`src/verilog/window_lift_pkg.sv`:
```
package window_lift_pkg;
	localparam int          CLK_HZ           = 100_000_000;
	localparam int          BAUD_RATE        = 9_600;
	localparam int          BIT_CYCLES       = CLK_HZ / BAUD_RATE;
	localparam int          TICK_PERIOD_US   = 1_000;
	localparam int          TICK_CYCLES      = TICK_PERIOD_US * (CLK_HZ / 1_000_000);
	localparam int          CAPTURE_DIV      = 100;
	localparam int          IDLE_TIMEOUT_BITS = 25_000;
	localparam int          BREAK_BITS       = 11;
	localparam int          HALF_PERIODS_PER_MM = 2;
	localparam int          FRAME_DATA_BYTES = 2;
	localparam logic [7:0]  SYNC_BYTE        = 8'h55;
	localparam logic [7:0]  DUTY_FULL        = 8'hFF;
	localparam logic [7:0]  DUTY_RESET       = 8'h00;
	localparam logic [15:0] POS_RESET        = 16'h0000;
	localparam logic [5:0]  LEFT_FRAME_ID    = 6'h11;
	localparam logic [5:0]  RIGHT_FRAME_ID   = 6'h12;
	typedef enum logic [3:0] {
		M_IDLE  = 4'b0001,
		M_START = 4'b0010,
		M_RUN   = 4'b0100,
		M_STOP  = 4'b1000
	} motor_state_t;
	typedef enum logic [3:0] {
		R_HUNT  = 4'b0001,
		R_DELIM = 4'b0010,
		R_WAIT  = 4'b0100,
		R_BITS  = 4'b1000
	} rx_state_t;
endpackage
```
`src/verilog/window_lift_motor_control.sv`:
```
`timescale 1ns/100ps
`default_nettype none
// Summary of operation
// RULE_01: one full sensor-a period equals one millimetre of glass travel.
// RULE_02: serial link bit rate is fixed at 9.6 kBd.
// RULE_03: count a cycle when consecutive sensor-a periods differ beyond the threshold.
// RULE_04: declare pinch or stall and stop after enough counted cycles.
// RULE_05: an end zone near both ends turns stall into end-stop handling.
// RULE_06: position counts half-periods, up or down per sensor-a edge.
// RULE_07: soft stop ramps duty down to no lower than the stop minimum.
// RULE_08: move-to-target ramps down to the positioning minimum near the target.
// RULE_09: soft start ramps to the maximum, then forces full duty.
// RULE_10: ramps change duty by the ramp increment.
// RULE_11: constant-speed mode steps duty by the speed regulation increment.
// RULE_12: constant-speed updates occur every chosen number of periodic ticks.
// RULE_13: stopping ramps begin the lead count before the stopping point.
// RULE_14: constant-speed mode holds the sensor-a period at the target period.
// RULE_15: flag missing sensor after a number of ticks without sensor edges.
// RULE_16: obstruction detection armed only after a number of ticks from start.
// RULE_17: obstruction detection evaluated only after a number of position counts.
// RULE_18: node is left or right, never both.
// RULE_19: enhanced checksum adds the identifier to the data bytes.
// RULE_20: a one-bit break delimiter is accepted even with a slow local clock.
// RULE_21: capture sensor-a on both edges, sample sensor-b for direction.
// RULE_22: sleep after 25000 idle bit times; any bus activity reloads the count.
// RULE_23: one ramp step per periodic tick during soft ramps.
module window_lift_motor_control #(
	parameter int BIT_CYC  = window_lift_pkg::BIT_CYCLES,
	parameter int TICK_CYC = window_lift_pkg::TICK_CYCLES,
	parameter int IDLE_BITS = window_lift_pkg::IDLE_TIMEOUT_BITS
) (
	input  wire logic        clock_in,
	input  wire logic        arst_n_in,
	input  wire logic        position_sensor_a_in,
	input  wire logic        position_sensor_b_in,
	input  wire logic        lin_rx_in,
	input  wire logic        cmd_open_in,
	input  wire logic        cmd_close_in,
	input  wire logic        cmd_goto_in,
	input  wire logic        cmd_stop_in,
	input  wire logic [15:0] target_position_in,
	input  wire logic [15:0] open_limit_in,
	input  wire logic        soft_ramp_in,
	input  wire logic        constant_speed_in,
	input  wire logic [15:0] period_difference_threshold_in,
	input  wire logic [7:0]  obstruction_cycle_count_limit_in,
	input  wire logic [15:0] end_zone_width_in,
	input  wire logic [7:0]  ramp_increment_in,
	input  wire logic [7:0]  speed_regulation_increment_in,
	input  wire logic [15:0] ramp_lead_counts_in,
	input  wire logic [15:0] obstruction_arm_delay_in,
	input  wire logic [15:0] obstruction_arm_counts_in,
	input  wire logic [7:0]  duty_min_stop_in,
	input  wire logic [7:0]  duty_min_pos_in,
	input  wire logic [7:0]  duty_max_in,
	input  wire logic [15:0] duty_update_ticks_in,
	input  wire logic [15:0] target_period_in,
	input  wire logic [15:0] sensor_timeout_ticks_in,
	input  wire logic        left_node_select_in,
	input  wire logic        right_node_select_in,
	input  wire logic        enhanced_checksum_select_in,
	input  wire logic        short_delimiter_fix_in,
	output logic             pwm_out,
	output logic             motor_on_out,
	output logic             motor_open_dir_out,
	output logic [15:0]      position_out,
	output logic [14:0]      position_mm_out,
	output logic [15:0]      sensor_period_out,
	output logic             obstruction_out,
	output logic             end_stop_out,
	output logic             sensor_missing_out,
	output logic             sleep_out,
	output logic             node_config_error_out,
	output logic             frame_valid_out,
	output logic [5:0]       frame_id_out,
	output logic [15:0]      frame_data_out
);
	import window_lift_pkg::*;

	function automatic logic [15:0] abs_diff(input logic [15:0] a, input logic [15:0] b);
		abs_diff = (a > b) ? a - b : b - a;
	endfunction

	function automatic logic [7:0] sat_add(input logic [7:0] a, input logic [7:0] b);
		logic [8:0] s;
		s = {1'b0, a} + {1'b0, b};
		sat_add = s[8] ? DUTY_FULL : s[7:0];
	endfunction

	function automatic logic [7:0] sat_sub(input logic [7:0] a, input logic [7:0] b);
		sat_sub = (a > b) ? a - b : DUTY_RESET;
	endfunction

	// three-stage synchronisers; a level counts once stages two and three agree
	logic [2:0] a_s_q, b_s_q, rx_s_q;
	logic       a_q, b_q, rx_q;
	always_ff @(posedge clock_in or negedge arst_n_in) begin
		if (!arst_n_in) begin
			a_s_q  <= 3'h0;
			b_s_q  <= 3'h0;
			rx_s_q <= 3'h7;
			a_q    <= 1'b0;
			b_q    <= 1'b0;
			rx_q   <= 1'b1;
		end else begin
			a_s_q  <= {a_s_q[1:0], position_sensor_a_in};
			b_s_q  <= {b_s_q[1:0], position_sensor_b_in};
			rx_s_q <= {rx_s_q[1:0], lin_rx_in};
			if (a_s_q[1] == a_s_q[2]) a_q <= a_s_q[2];
			if (b_s_q[1] == b_s_q[2]) b_q <= b_s_q[2];
			if (rx_s_q[1] == rx_s_q[2]) rx_q <= rx_s_q[2];
		end
	end

	logic a_d1_q, rx_d1_q;
	wire  cap_edge = a_q ^ a_d1_q; // both edges of sensor a
	wire  rx_edge  = rx_q ^ rx_d1_q;

	// periodic tick and capture timebases
	logic [31:0] tick_div_q;
	logic [7:0]  cap_div_q;
	logic [15:0] cap_cnt_q, period_q, prev_period_q;
	logic        tick_q;
	always_ff @(posedge clock_in or negedge arst_n_in) begin
		if (!arst_n_in) begin
			tick_div_q <= 32'h0;
			tick_q     <= 1'b0;
			cap_div_q  <= 8'h0;
			cap_cnt_q  <= 16'h0;
			period_q   <= 16'h0;
			prev_period_q <= 16'h0;
			a_d1_q     <= 1'b0;
			rx_d1_q    <= 1'b1;
		end else begin
			a_d1_q  <= a_q;
			rx_d1_q <= rx_q;
			tick_q  <= (tick_div_q == 32'(TICK_CYC - 1));
			tick_div_q <= (tick_div_q == 32'(TICK_CYC - 1)) ? 32'h0 : tick_div_q + 32'h1;
			cap_div_q  <= (cap_div_q == 8'(CAPTURE_DIV - 1)) ? 8'h0 : cap_div_q + 8'h1;
			if (cap_edge) begin
				period_q      <= cap_cnt_q;
				prev_period_q <= period_q;
				cap_cnt_q     <= 16'h0;
			end else if (cap_div_q == 8'(CAPTURE_DIV - 1) && cap_cnt_q != 16'hFFFF) begin
				cap_cnt_q <= cap_cnt_q + 16'h1;
			end
		end
	end

	// position in half-periods, direction from sensor b at each capture
	logic [15:0] pos_q;
	logic        dir_open_q;
	wire         edge_open = a_q ^ b_q; // RULE_21
	always_ff @(posedge clock_in or negedge arst_n_in) begin
		if (!arst_n_in) begin
			pos_q      <= POS_RESET;
			dir_open_q <= 1'b0;
		end else if (cap_edge) begin
			dir_open_q <= edge_open; // RULE_21
			pos_q <= edge_open ? pos_q + 16'h1 : pos_q - 16'h1; // RULE_06
		end
	end

	motor_state_t state_q;
	logic [7:0]   duty_q, floor_q;
	logic         goto_q, open_q, moving;
	logic [15:0]  run_ticks_q, run_counts_q, idle_sensor_q, upd_q;
	logic [7:0]   obst_cnt_q;
	logic [15:0]  stop_point;
	assign moving = (state_q != M_IDLE);
	assign stop_point = goto_q ? target_position_in : (open_q ? open_limit_in : POS_RESET);
	wire in_end_zone = (pos_q <= end_zone_width_in) ||
	                   (pos_q >= open_limit_in - end_zone_width_in); // RULE_05
	wire armed = (run_ticks_q >= obstruction_arm_delay_in) && // RULE_16
	             (run_counts_q >= obstruction_arm_counts_in); // RULE_17
	wire obst_cycle = cap_edge && armed && moving &&
	                  (abs_diff(period_q, prev_period_q) > period_difference_threshold_in); // RULE_03
	wire obst_hit = obst_cycle && (obst_cnt_q + 8'h1 >= obstruction_cycle_count_limit_in); // RULE_04
	wire sensor_lost = moving && tick_q && (idle_sensor_q + 16'h1 >= sensor_timeout_ticks_in); // RULE_15
	wire at_goal = goto_q ? (pos_q == target_position_in) :
	               (open_q ? (pos_q >= open_limit_in) : (pos_q == POS_RESET));
	wire halt = obst_hit || sensor_lost || at_goal || (cmd_stop_in && !soft_ramp_in);
	wire start = cmd_open_in || cmd_close_in || cmd_goto_in;

	// counters since start and obstruction cycle count
	always_ff @(posedge clock_in or negedge arst_n_in) begin
		if (!arst_n_in) begin
			run_ticks_q   <= 16'h0;
			run_counts_q  <= 16'h0;
			idle_sensor_q <= 16'h0;
			obst_cnt_q    <= 8'h0;
		end else if (start) begin
			run_ticks_q   <= 16'h0;
			run_counts_q  <= 16'h0;
			idle_sensor_q <= 16'h0;
			obst_cnt_q    <= 8'h0;
		end else begin
			if (tick_q && run_ticks_q != 16'hFFFF) run_ticks_q <= run_ticks_q + 16'h1;
			if (cap_edge && run_counts_q != 16'hFFFF) run_counts_q <= run_counts_q + 16'h1;
			if (cap_edge) idle_sensor_q <= 16'h0;
			else if (tick_q && idle_sensor_q != 16'hFFFF) idle_sensor_q <= idle_sensor_q + 16'h1;
			if (obst_cycle && obst_cnt_q != 8'hFF) obst_cnt_q <= obst_cnt_q + 8'h1; // RULE_03
		end
	end

	// status flags; a new event wins over the clear at a new command
	always_ff @(posedge clock_in or negedge arst_n_in) begin
		if (!arst_n_in) begin
			obstruction_out    <= 1'b0;
			end_stop_out       <= 1'b0;
			sensor_missing_out <= 1'b0;
		end else begin
			if (obst_hit && !in_end_zone) obstruction_out <= 1'b1; // RULE_04
			else if (start) obstruction_out <= 1'b0;
			if (obst_hit && in_end_zone) end_stop_out <= 1'b1; // RULE_05
			else if (start) end_stop_out <= 1'b0;
			if (sensor_lost) sensor_missing_out <= 1'b1; // RULE_15
			else if (start) sensor_missing_out <= 1'b0;
		end
	end

	// motor sequencing and duty ramps
	always_ff @(posedge clock_in or negedge arst_n_in) begin
		if (!arst_n_in) begin
			state_q <= M_IDLE;
			duty_q  <= DUTY_RESET;
			floor_q <= DUTY_RESET;
			goto_q  <= 1'b0;
			open_q  <= 1'b0;
			upd_q   <= 16'h0;
		end else if (start) begin
			goto_q  <= cmd_goto_in;
			open_q  <= cmd_open_in || (cmd_goto_in && target_position_in > pos_q);
			upd_q   <= 16'h0;
			state_q <= soft_ramp_in ? M_START : M_RUN;
			duty_q  <= soft_ramp_in ? duty_min_stop_in : DUTY_FULL;
		end else if (moving && halt) begin
			state_q <= M_IDLE;
			duty_q  <= DUTY_RESET;
		end else begin
			case (state_q)
				M_START: begin
					if (tick_q) begin // RULE_23
						if (sat_add(duty_q, ramp_increment_in) >= duty_max_in) begin
							duty_q  <= DUTY_FULL; // RULE_09
							state_q <= M_RUN;
						end else begin
							duty_q <= sat_add(duty_q, ramp_increment_in); // RULE_10
						end
					end
				end
				M_RUN: begin
					if (cmd_stop_in) begin
						floor_q <= duty_min_stop_in; // RULE_07
						state_q <= M_STOP;
					end else if (soft_ramp_in &&
					             abs_diff(pos_q, stop_point) <= ramp_lead_counts_in) begin
						floor_q <= goto_q ? duty_min_pos_in : duty_min_stop_in; // RULE_08
						state_q <= M_STOP; // RULE_13
					end else if (constant_speed_in && tick_q) begin
						if (upd_q + 16'h1 >= duty_update_ticks_in) begin // RULE_12
							upd_q <= 16'h0;
							if (period_q > target_period_in) // RULE_14
								duty_q <= sat_add(duty_q, speed_regulation_increment_in); // RULE_11
							else if (period_q < target_period_in)
								duty_q <= sat_sub(duty_q, speed_regulation_increment_in);
						end else begin
							upd_q <= upd_q + 16'h1;
						end
					end
				end
				M_STOP: begin
					if (tick_q) begin // RULE_23
						if (sat_sub(duty_q, ramp_increment_in) <= floor_q) begin
							duty_q <= floor_q; // RULE_07
							if (!goto_q && floor_q == duty_min_stop_in && cmd_stop_in == 1'b0
							    && abs_diff(pos_q, stop_point) > ramp_lead_counts_in) begin
								state_q <= M_IDLE; // soft stop by command ends at the floor
								duty_q  <= DUTY_RESET;
							end
						end else begin
							duty_q <= sat_sub(duty_q, ramp_increment_in); // RULE_10
						end
					end
				end
				default: state_q <= M_IDLE;
			endcase
		end
	end

	// pwm generator and registered motor outputs
	logic [7:0] pwm_cnt_q;
	always_ff @(posedge clock_in or negedge arst_n_in) begin
		if (!arst_n_in) begin
			pwm_cnt_q          <= 8'h0;
			pwm_out            <= 1'b0;
			motor_on_out       <= 1'b0;
			motor_open_dir_out <= 1'b0;
			position_out       <= POS_RESET;
			position_mm_out    <= 15'h0;
			sensor_period_out  <= 16'h0;
		end else begin
			pwm_cnt_q          <= pwm_cnt_q + 8'h1;
			pwm_out            <= moving && (duty_q == DUTY_FULL || pwm_cnt_q < duty_q);
			motor_on_out       <= moving;
			motor_open_dir_out <= open_q;
			position_out       <= pos_q;
			position_mm_out    <= 15'(pos_q / 16'(HALF_PERIODS_PER_MM)); // RULE_01
			sensor_period_out  <= period_q;
		end
	end

	// serial receiver: break, delimiter, bytes, checksum
	rx_state_t   rx_state_q;
	logic [31:0] rx_cnt_q, idle_cyc_q;
	logic [15:0] idle_bits_q;
	logic [3:0]  bit_idx_q, byte_idx_q;
	logic [7:0]  shift_q, id_q;
	logic [8:0]  sum_q;
	logic [15:0] data_q;
	wire  [8:0]  sum_next = {1'b0, sum_q[7:0]} + {8'h0, sum_q[8]} + {1'b0, shift_q};
	wire  [31:0] delim_min = short_delimiter_fix_in ? 32'(BIT_CYC / 2) : 32'(BIT_CYC); // RULE_20
	wire  [5:0]  my_id = left_node_select_in ? LEFT_FRAME_ID : RIGHT_FRAME_ID;
	wire         last_byte = (byte_idx_q == 4'(FRAME_DATA_BYTES + 2));
	always_ff @(posedge clock_in or negedge arst_n_in) begin
		if (!arst_n_in) begin
			rx_state_q <= R_HUNT;
			rx_cnt_q   <= 32'h0;
			bit_idx_q  <= 4'h0;
			byte_idx_q <= 4'h0;
			shift_q    <= 8'h0;
			id_q       <= 8'h0;
			sum_q      <= 9'h0;
			data_q     <= 16'h0;
			frame_valid_out <= 1'b0;
			frame_id_out    <= 6'h0;
			frame_data_out  <= 16'h0;
		end else begin
			frame_valid_out <= 1'b0;
			case (rx_state_q)
				R_HUNT: begin
					rx_cnt_q <= rx_q ? 32'h0 : rx_cnt_q + 32'h1;
					if (rx_q && rx_cnt_q >= 32'(BREAK_BITS * BIT_CYC)) begin
						rx_state_q <= R_DELIM;
						rx_cnt_q   <= 32'h0;
					end
				end
				R_DELIM: begin
					rx_cnt_q <= rx_cnt_q + 32'h1;
					if (!rx_q) begin
						// the count lags the high cycles seen by one, so add it back
						rx_state_q <= (rx_cnt_q + 32'h1 >= delim_min) ? R_BITS : R_HUNT; // RULE_20
						rx_cnt_q   <= 32'h0;
						bit_idx_q  <= 4'h0;
						byte_idx_q <= 4'h0;
						sum_q      <= 9'h0;
					end
				end
				R_WAIT: begin
					if (!rx_q) begin
						rx_state_q <= R_BITS;
						rx_cnt_q   <= 32'h0;
						bit_idx_q  <= 4'h0;
					end
				end
				R_BITS: begin
					rx_cnt_q <= rx_cnt_q + 32'h1;
					if (rx_cnt_q == 32'(BIT_CYC / 2 + BIT_CYC * 32'(bit_idx_q))) begin // RULE_02
						bit_idx_q <= bit_idx_q + 4'h1;
						if (bit_idx_q == 4'h0 && rx_q) rx_state_q <= R_HUNT;
						else if (bit_idx_q >= 4'h1 && bit_idx_q <= 4'h8) shift_q <= {rx_q, shift_q[7:1]};
						else if (bit_idx_q == 4'h9) begin
							rx_state_q <= R_WAIT;
							byte_idx_q <= byte_idx_q + 4'h1;
							if (!rx_q || (byte_idx_q == 4'h0 && shift_q != SYNC_BYTE)) rx_state_q <= R_HUNT;
							if (byte_idx_q == 4'h1) begin
								id_q <= shift_q;
								if (enhanced_checksum_select_in) sum_q <= {1'b0, shift_q}; // RULE_19
							end else if (byte_idx_q >= 4'h2 && !last_byte) begin
								sum_q  <= sum_next; // RULE_19
								data_q <= {shift_q, data_q[15:8]};
							end
							if (last_byte) begin
								rx_state_q <= R_HUNT;
								frame_valid_out <= (shift_q == ~(sum_q[7:0] + {7'h0, sum_q[8]})) &&
								    (id_q[5:0] == my_id) && (left_node_select_in ^ right_node_select_in); // RULE_18
								frame_id_out   <= id_q[5:0];
								frame_data_out <= data_q;
							end
						end
					end
				end
				default: rx_state_q <= R_HUNT;
			endcase
		end
	end

	// bus idle timeout and node configuration check
	always_ff @(posedge clock_in or negedge arst_n_in) begin
		if (!arst_n_in) begin
			idle_cyc_q  <= 32'h0;
			idle_bits_q <= 16'h0;
			sleep_out   <= 1'b0;
			node_config_error_out <= 1'b0;
		end else begin
			node_config_error_out <= !(left_node_select_in ^ right_node_select_in); // RULE_18
			if (rx_edge) begin
				idle_cyc_q  <= 32'h0; // RULE_22
				idle_bits_q <= 16'h0;
				sleep_out   <= 1'b0;
			end else if (idle_cyc_q == 32'(BIT_CYC - 1)) begin
				idle_cyc_q <= 32'h0;
				if (idle_bits_q != 16'hFFFF) idle_bits_q <= idle_bits_q + 16'h1;
				if (idle_bits_q + 16'h1 >= 16'(IDLE_BITS)) sleep_out <= 1'b1; // RULE_22
			end else begin
				idle_cyc_q <= idle_cyc_q + 32'h1;
			end
		end
	end
endmodule
`default_nettype wire

```
`config.mk`:
```
export PLATFORM = sky130hd
export DESIGN_NAME = window_lift_motor_control
export DESIGN_NICKNAME = d
export VERILOG_FILES = /design/src/verilog/window_lift_pkg.sv /design/src/verilog/window_lift_motor_control.sv
export SDC_FILE = /design/constraint.sdc
export NUM_CORES = 1
export LEC_CHECK = 0
export ABC_AREA = 1
export BUFFER_PORTS_ARGS = -buffer_cell sky130_fd_sc_hd__clkbuf_2
export CAP_MARGIN = 10
export CORE_MARGIN = 3
export CORE_UTILIZATION = 48
export DETAILED_ROUTE_END_ITERATION = 16
export GPL_ROUTABILITY_DRIVEN = 0
export PLACE_DENSITY = 0.75
export SLEW_MARGIN = 25
export SYNTH_ARGS = -nofsm -noshare
export SYNTH_HDL_FRONTEND = slang
export SYNTH_SLANG_ARGS = --single-unit
```
`constraint.sdc`:
```
create_clock -name clock_in -period 7 [get_ports clock_in]
set_input_delay 0.7 -clock clock_in [delete_from_list [all_inputs] [get_ports clock_in]]
set_output_delay 0.7 -clock clock_in [all_outputs]
set_load 0.01 [all_outputs]
```
Word level (Yosys, flattened, before mapping) --
Index checks and enable logic that the tools add are counted.
Storage, ports and cells: bits in registers 430, bits of input ports 223, output and inout port bits 78, word-level logic and storage cells 369
Operators by class: add/sub/neg operators 29, multiply operators 1, magnitude comparators 27, eq/ne operators 56, mux-type cells 113, bitwise gates (word level) 11, reduce and logical (&&, ||, !) cells 82
Operators with widths (count):
- 16-bit 2-to-1 mux | 24
- 32-bit 2-to-1 mux | 7
- 8-bit 2-to-1 mux | 24
- 32-bit one-hot mux with 4 select lines | 1
- 16-bit by 1-bit adder with 16-bit output (second input constant) | 7
- 32-bit by 1-bit adder with 32-bit output (second input constant) | 3
- 16-bit greater-or-equal comparator | 6
- 16-bit greater-than comparator | 6
- 4-bit 2-to-1 mux | 24
- 16-bit != test (second input constant) | 5
- 16-bit subtractor | 5
- 9-bit 2-to-1 mux | 8
- 4-bit != test (second input constant) | 9
- 32-bit by 14-bit == test with 1-bit output (second input constant) | 1
- 32-bit by 17-bit == test with 1-bit output (second input constant) | 1
- 32-bit by 19-bit == test with 1-bit output | 1
- 32-bit by 14-bit greater-or-equal comparator with 1-bit output | 1
- 32-bit by 17-bit greater-or-equal comparator with 1-bit output (second input constant) | 1
- 16-bit <= comparator | 2
- 1-bit logical AND | 30
- 6-bit AND reduction | 5
- 2-bit nonzero test | 15
- 8-bit by 1-bit adder with 8-bit output (second input constant) | 3
- 8-bit one-hot mux with 3 select lines | 1
- other kinds (60) | 129

Logic depth before layout (Yosys ltp) --
depth after elaboration 12, gate-level depth with buffers 39, depth with buffers taken out 36

Worst setup path before layout --
No wires, ideal clock.
kind register -> register, from reg goto_q, to reg upd_q[11], setup time 83 ps, data arrival time 5191 ps, required time 6917 ps, slack 1726 ps, stages on the path, launching flop included 35, path buffers 5, period minus slack after synthesis 5274 ps, path through dfrtp_1 > clkbuf_1 > nor2_1 > clkbuf_1 > a21boi_0 > inv_1 > fa_1 > o21ai_0 > a21oi_1 > o21ai_0 > nand2_1 > nand3_1 > o21ai_1 > buf_2 > buf_2 > o21ai_0 > xnor2_1 > inv_1 > ha_1 > nand2_1 > inv_1 > nand3_1 > or2_2 > o21ai_0 > nand2_1 > nand2_1 > nand2_1 > inv_1 > nand2_1 > nor2_1 > nand2_1 > nand2_1 > buf_2 > nand3_1 > o21ai_0
On the way: word-level cells in the longest chain between the ends 7, elaborated cells on any way between the ends 14, classes of those cells 2 x add/sub; 2 x order compare; 2 x eq/ne; 3 x mux; 5 x reduce/logical
RTL lines:
- start: declaration | line window_lift_motor_control.sv:166 | logic goto_q, open_q, moving;
- start signal: assignment | line window_lift_motor_control.sv:232 | goto_q <= cmd_goto_in;
- 16-bit 2-to-1 mux | line window_lift_motor_control.sv:171 | assign stop_point = goto_q ? target_position_in : (open_q ? open_limit_in : POS_RESET);
- 16-bit subtractor / 16-bit greater-than comparator (equally long branches) | line window_lift_motor_control.sv:81 | abs_diff = (a > b) ? a - b : b - a;
- 16-bit 2-to-1 mux | line window_lift_motor_control.sv:81
- 16-bit <= comparator | line window_lift_motor_control.sv:257 | abs_diff(pos_q, stop_point) <= ramp_lead_counts_in) begin
- 1-bit logical AND | line window_lift_motor_control.sv:256 | end else if (soft_ramp_in &&
- 2-bit != test (no line)
- 5-bit AND reduction (no line) *
- end signal: assignment | line window_lift_motor_control.sv:268 | upd_q <= upd_q + 16'h1;
- end: declaration | line window_lift_motor_control.sv:167 | logic [15:0] run_ticks_q, run_counts_q, idle_sensor_q, upd_q;
Every way passes the cells marked *; elsewhere a longest branch is shown, timed or not. A chain may end at the register's enable or synchronous reset.

Worst setup path in the final report --
from reg open_q, to reg upd_q[13]
On the way: word-level cells in the longest chain between the ends 8, elaborated cells on any way between the ends 16, classes of those cells 2 x add/sub; 2 x order compare; 2 x eq/ne; 5 x mux; 5 x reduce/logical
RTL lines:
- start: declaration | line window_lift_motor_control.sv:166
- start signal: assignment | line window_lift_motor_control.sv:233 | open_q <= cmd_open_in || (cmd_goto_in && target_position_in > pos_q);
- 16-bit 2-to-1 mux (2 in series) | line window_lift_motor_control.sv:171
- 16-bit subtractor / 16-bit greater-than comparator (equally long branches) | line window_lift_motor_control.sv:81
- 16-bit 2-to-1 mux | line window_lift_motor_control.sv:81
- 16-bit <= comparator | line window_lift_motor_control.sv:257
- 1-bit logical AND | line window_lift_motor_control.sv:256
- 2-bit != test (no line)
- 5-bit AND reduction (no line) *
Marked as above.

==> impl_metrics.csv <==
group,metric,value,unit
cts,hold_buffers,0,
placement,dp_hpwl,71.9,mm
timing,drv_slew,0,
routing,wl_per_cell,15.4,µm
timing,hold_viol_final,0,
cts,cts_tree,"yes",
setup_path,end_kind,"flip-flop",
power_and_ir_drop,power_per_cell_area,233,nW/µm²
power_and_ir_drop,leakagePower,20.3,nW
power_and_ir_drop,total_power,8.78,mW
setup_path,path_class,"flip-flop to flip-flop",
synthesis,avgSynthCellArea,7.20,µm²
synthesis,synth_cell_types,65,
floorplanning,die_x,270,µm
synthesis,synth_most_common_cell,"nand2_1",
setup_path,crit_fanout,28,
hold_path,hp-class,"input pin to asynchronous set/reset pin",
cts,cts_buffer_depth,3,
timing,whs,0.00846,ns
synthesis,synth_common_cells,"nand2_1 (910), inv_1 (877), nor2_1 (426), dfrtp_1 (408), ha_1 (384)",
floorplanning,rows,96,
synthesis,synth_top_area_cell,"dfrtp_1",
placement,place_inst,5818,
setup_path,cp_common_cell,"nand2_1",
synthesis,synth_edf_count,0,
synthesis,synth.top_cell.area_share,30.5,%
cts,numCtsBuffers,47,
synthesis,synth_seq_cells,415,
routing,drc_errors,0,
timing,slew-limit-headroom,35.9,%
cts,numClockSinks,415,
layout,nets,5557,
timing,max_freq,159,MHz
layout,fillers,6552,
power_and_ir_drop,peakVddDrop,0.000184,V
floorplanning,die_area,72900,µm²
floorplanning,die_h,270,µm
synthesis,synth_area_leaders,"dfrtp_1 (31%), ha_1 (14%), nand2_1 (10%)",
cts,root_buffer,"clkbuf_16",
timing,setup_viol,0,
routing,drt_wl_total,91.3,mm
cts,insertion_delay,0.60,ns
layout,drive_above_1_share,9.05,%
floorplanning,io_pins,301,
placement,numPortBuffers,300,
synthesis,mappedNetlistArea,33500,µm²
cts,clkTransAtPathRegs,0.06,ns
timing,tns,0,ns
floorplanning,core,68800,µm²
routing,vias_per_cell,5.28,
timing,clock_skew,0.0267,ns
synthesis,yosysWarnings,0,
setup_path,cpMaxStageDelayCell,"o21ai_2",
synthesis,netlist_instances,4652,
job,drv_cap,0,
setup_path,crit_path_start_kind,"flip-flop",
synthesis,syn_nets,5272,
grt,grt_max_degree,155,
setup_path,slowest_delay,0.51,ns
synthesis,synthArstFlopShare,100,%
timing,fin_crit_sh,90.1,%
setup_path,critPathRequiredTime,7.48,ns
synthesis,seq_area_frac_synth,31.1,%
timing,rsz0062_at_grt,"no",
routing,drtIter0Drc,2480,
setup_path,crit_arrival,6.79,ns
layout,syn_to_final_growth,12.4,%
cts,cts_max_level,2,
grt,overflow,0,
routing,ant_nets,0,
grt,track_usage,24.6,%
grt,antenna_found_initial,12,
routing,num_vias,31200,
grt,grt_pass1_wl,150,mm
routing,first_pass_iters,7,
timing,fin_crit,6.31,ns
grt,grt_pass1_vias,30000,
timing,worst_slew_pin_slew,0.954,ns
floorplanning,start_util,48.6,%
run_status,status,"finished clean",
layout,instances_no_fill,5913,
synthesis,yosys_most_used_dff,"dfrtp_1",
==> metrics by stage <==
stage          setup WS (ns)  util, %  area [µm²]
2_1_floorplan           1.73        -       33500
3_3_place_gp           0.195     52.2       35900
3_5_place_dp          0.0943     52.2       35900
4_1_cts                0.212     54.6       37600
5_1_grt                0.199     54.7       37600
6_report               0.694     54.7       37600
==> layout by cell type (no fill, tap or decap), types with 7 or more instances in the layout <==
cell type	instances
nand2_1	908
inv_1	877
nor2_1	424
dfrtp_1	408
ha_1	384
clkbuf_2	299
a21oi_1	294
nand3_1	252
o21ai_0	250
xor2_1	154
nor3_1	135
nand4_1	90
o22ai_1	64
clkbuf_16	48
nor4_1	36
xnor2_1	35
a21boi_0	19
o21a_1	18
buf_4	18
a211oi_1	15
mux2i_1	15
o211ai_1	13
fa_1	13
or2_2	12
clkbuf_8	12
o21bai_1	11
a31oi_1	11
nand3b_1	11
o31ai_1	11
diode_2	9
a21o_1	9
nand2_2	9
clkbuf_1	9
o2111ai_1	8
o21ai_1	8
clkinv_2	8
dfstp_2	7
==> worst max-delay path, delay by kind of cell, from the launching register on <==
kind	cells	cell delay [ns]
AO/OA/AOI/OAI	9	2.33
AND/OR/NAND/NOR	16	1.90
buffers and inverters	7	0.76
adder cells (fa/ha/maj)	2	0.62
flip-flops	1	0.38
XOR/XNOR	1	0.16
==> registers in the layout (all words and copies together) (netlist names), 8 cells and up <==
register           cells
upd_q                 16
cap_cnt_q             16
sensor_period_out     16
run_ticks_q           16
tick_div_q            32
obst_cnt_q             8
rx_cnt_q              32
pos_q                 16
shift_q                8
pwm_cnt_q              8
position_mm_out       15
sum_q                  9
period_q              16
floor_q                8
cap_div_q              8
idle_cyc_q            32
idle_bits_q           16
prev_period_q         16
frame_data_out        16
run_counts_q          16
duty_q                 8
data_q                16
idle_sensor_q         16
==> timing repair <==
item	in CTS	in global routing
endpoints found under the setup margin	0	16
resized for setup	0	2
buffers inserted	0	0
==> final timing paths <==
check                      slack [ns]          startpoint                          end  cells past startpoint
hold / removal                  0.008           arst_n_in  run_counts_q[7]$_DFFE_PN0P_                      1
min in group clock_in            0.19           lin_rx_in          rx_s_q[0]$_DFF_PN1_                      1
hold reg to reg                  0.35  b_s_q[0]$_DFF_PN0_           b_s_q[1]$_DFF_PN0_                      0
max in group asynchronous        5.54           arst_n_in         upd_q[1]$_DFFE_PN0P_                      3
setup reg to reg                 0.69  open_q$_DFFE_PN0N_        upd_q[13]$_DFFE_PN0P_                     35
setup / recovery                 0.69  open_q$_DFFE_PN0N_        upd_q[13]$_DFFE_PN0P_                     35
==> final cells by class <==
| class | count | area [µm²] | share of cell area [%] |
|---|---|---|---|
| sequential | 415 | 10400 | 27.6 |
| antenna | 9 | 22.5 | 0.0599 |
| clock inverter | 16 | 251 | 0.668 |
| tap | 931 | 1160 | 3.10 |
| inverter | 882 | 3310 | 8.80 |
| multi-input combinational | 3270 | 19400 | 51.5 |
| clock buffer | 69 | 1400 | 3.72 |
| timing repair buffer | 321 | 1710 | 4.53 |
==> power by group <==
| group | switching (mW) | internal, mW |
|---|---|---|
| registers | 0.216 | 2.55 |
| logic | 2.12 | 1.27 |
| clock network | 1.05 | 1.58 |
==> per-layer routing <==
metal | global-route usage (%) | routed length [µm]
met1 | 33.5 | 41100
met3 | 3.97 | 6100
met2 | 40.1 | 41000
met4 | 8.05 | 3050
met5 | 0 | 45
==> cells by family after synthesis <==
logic type	share of synthesized area (%)
flops	31.1
fa+ha+maj	15.2
simple gates	24.3
buf+inv	11.1
mux	0.516
xor+xnor	5.02
compound gates	12.8
(Power assumes the default switching activity.)
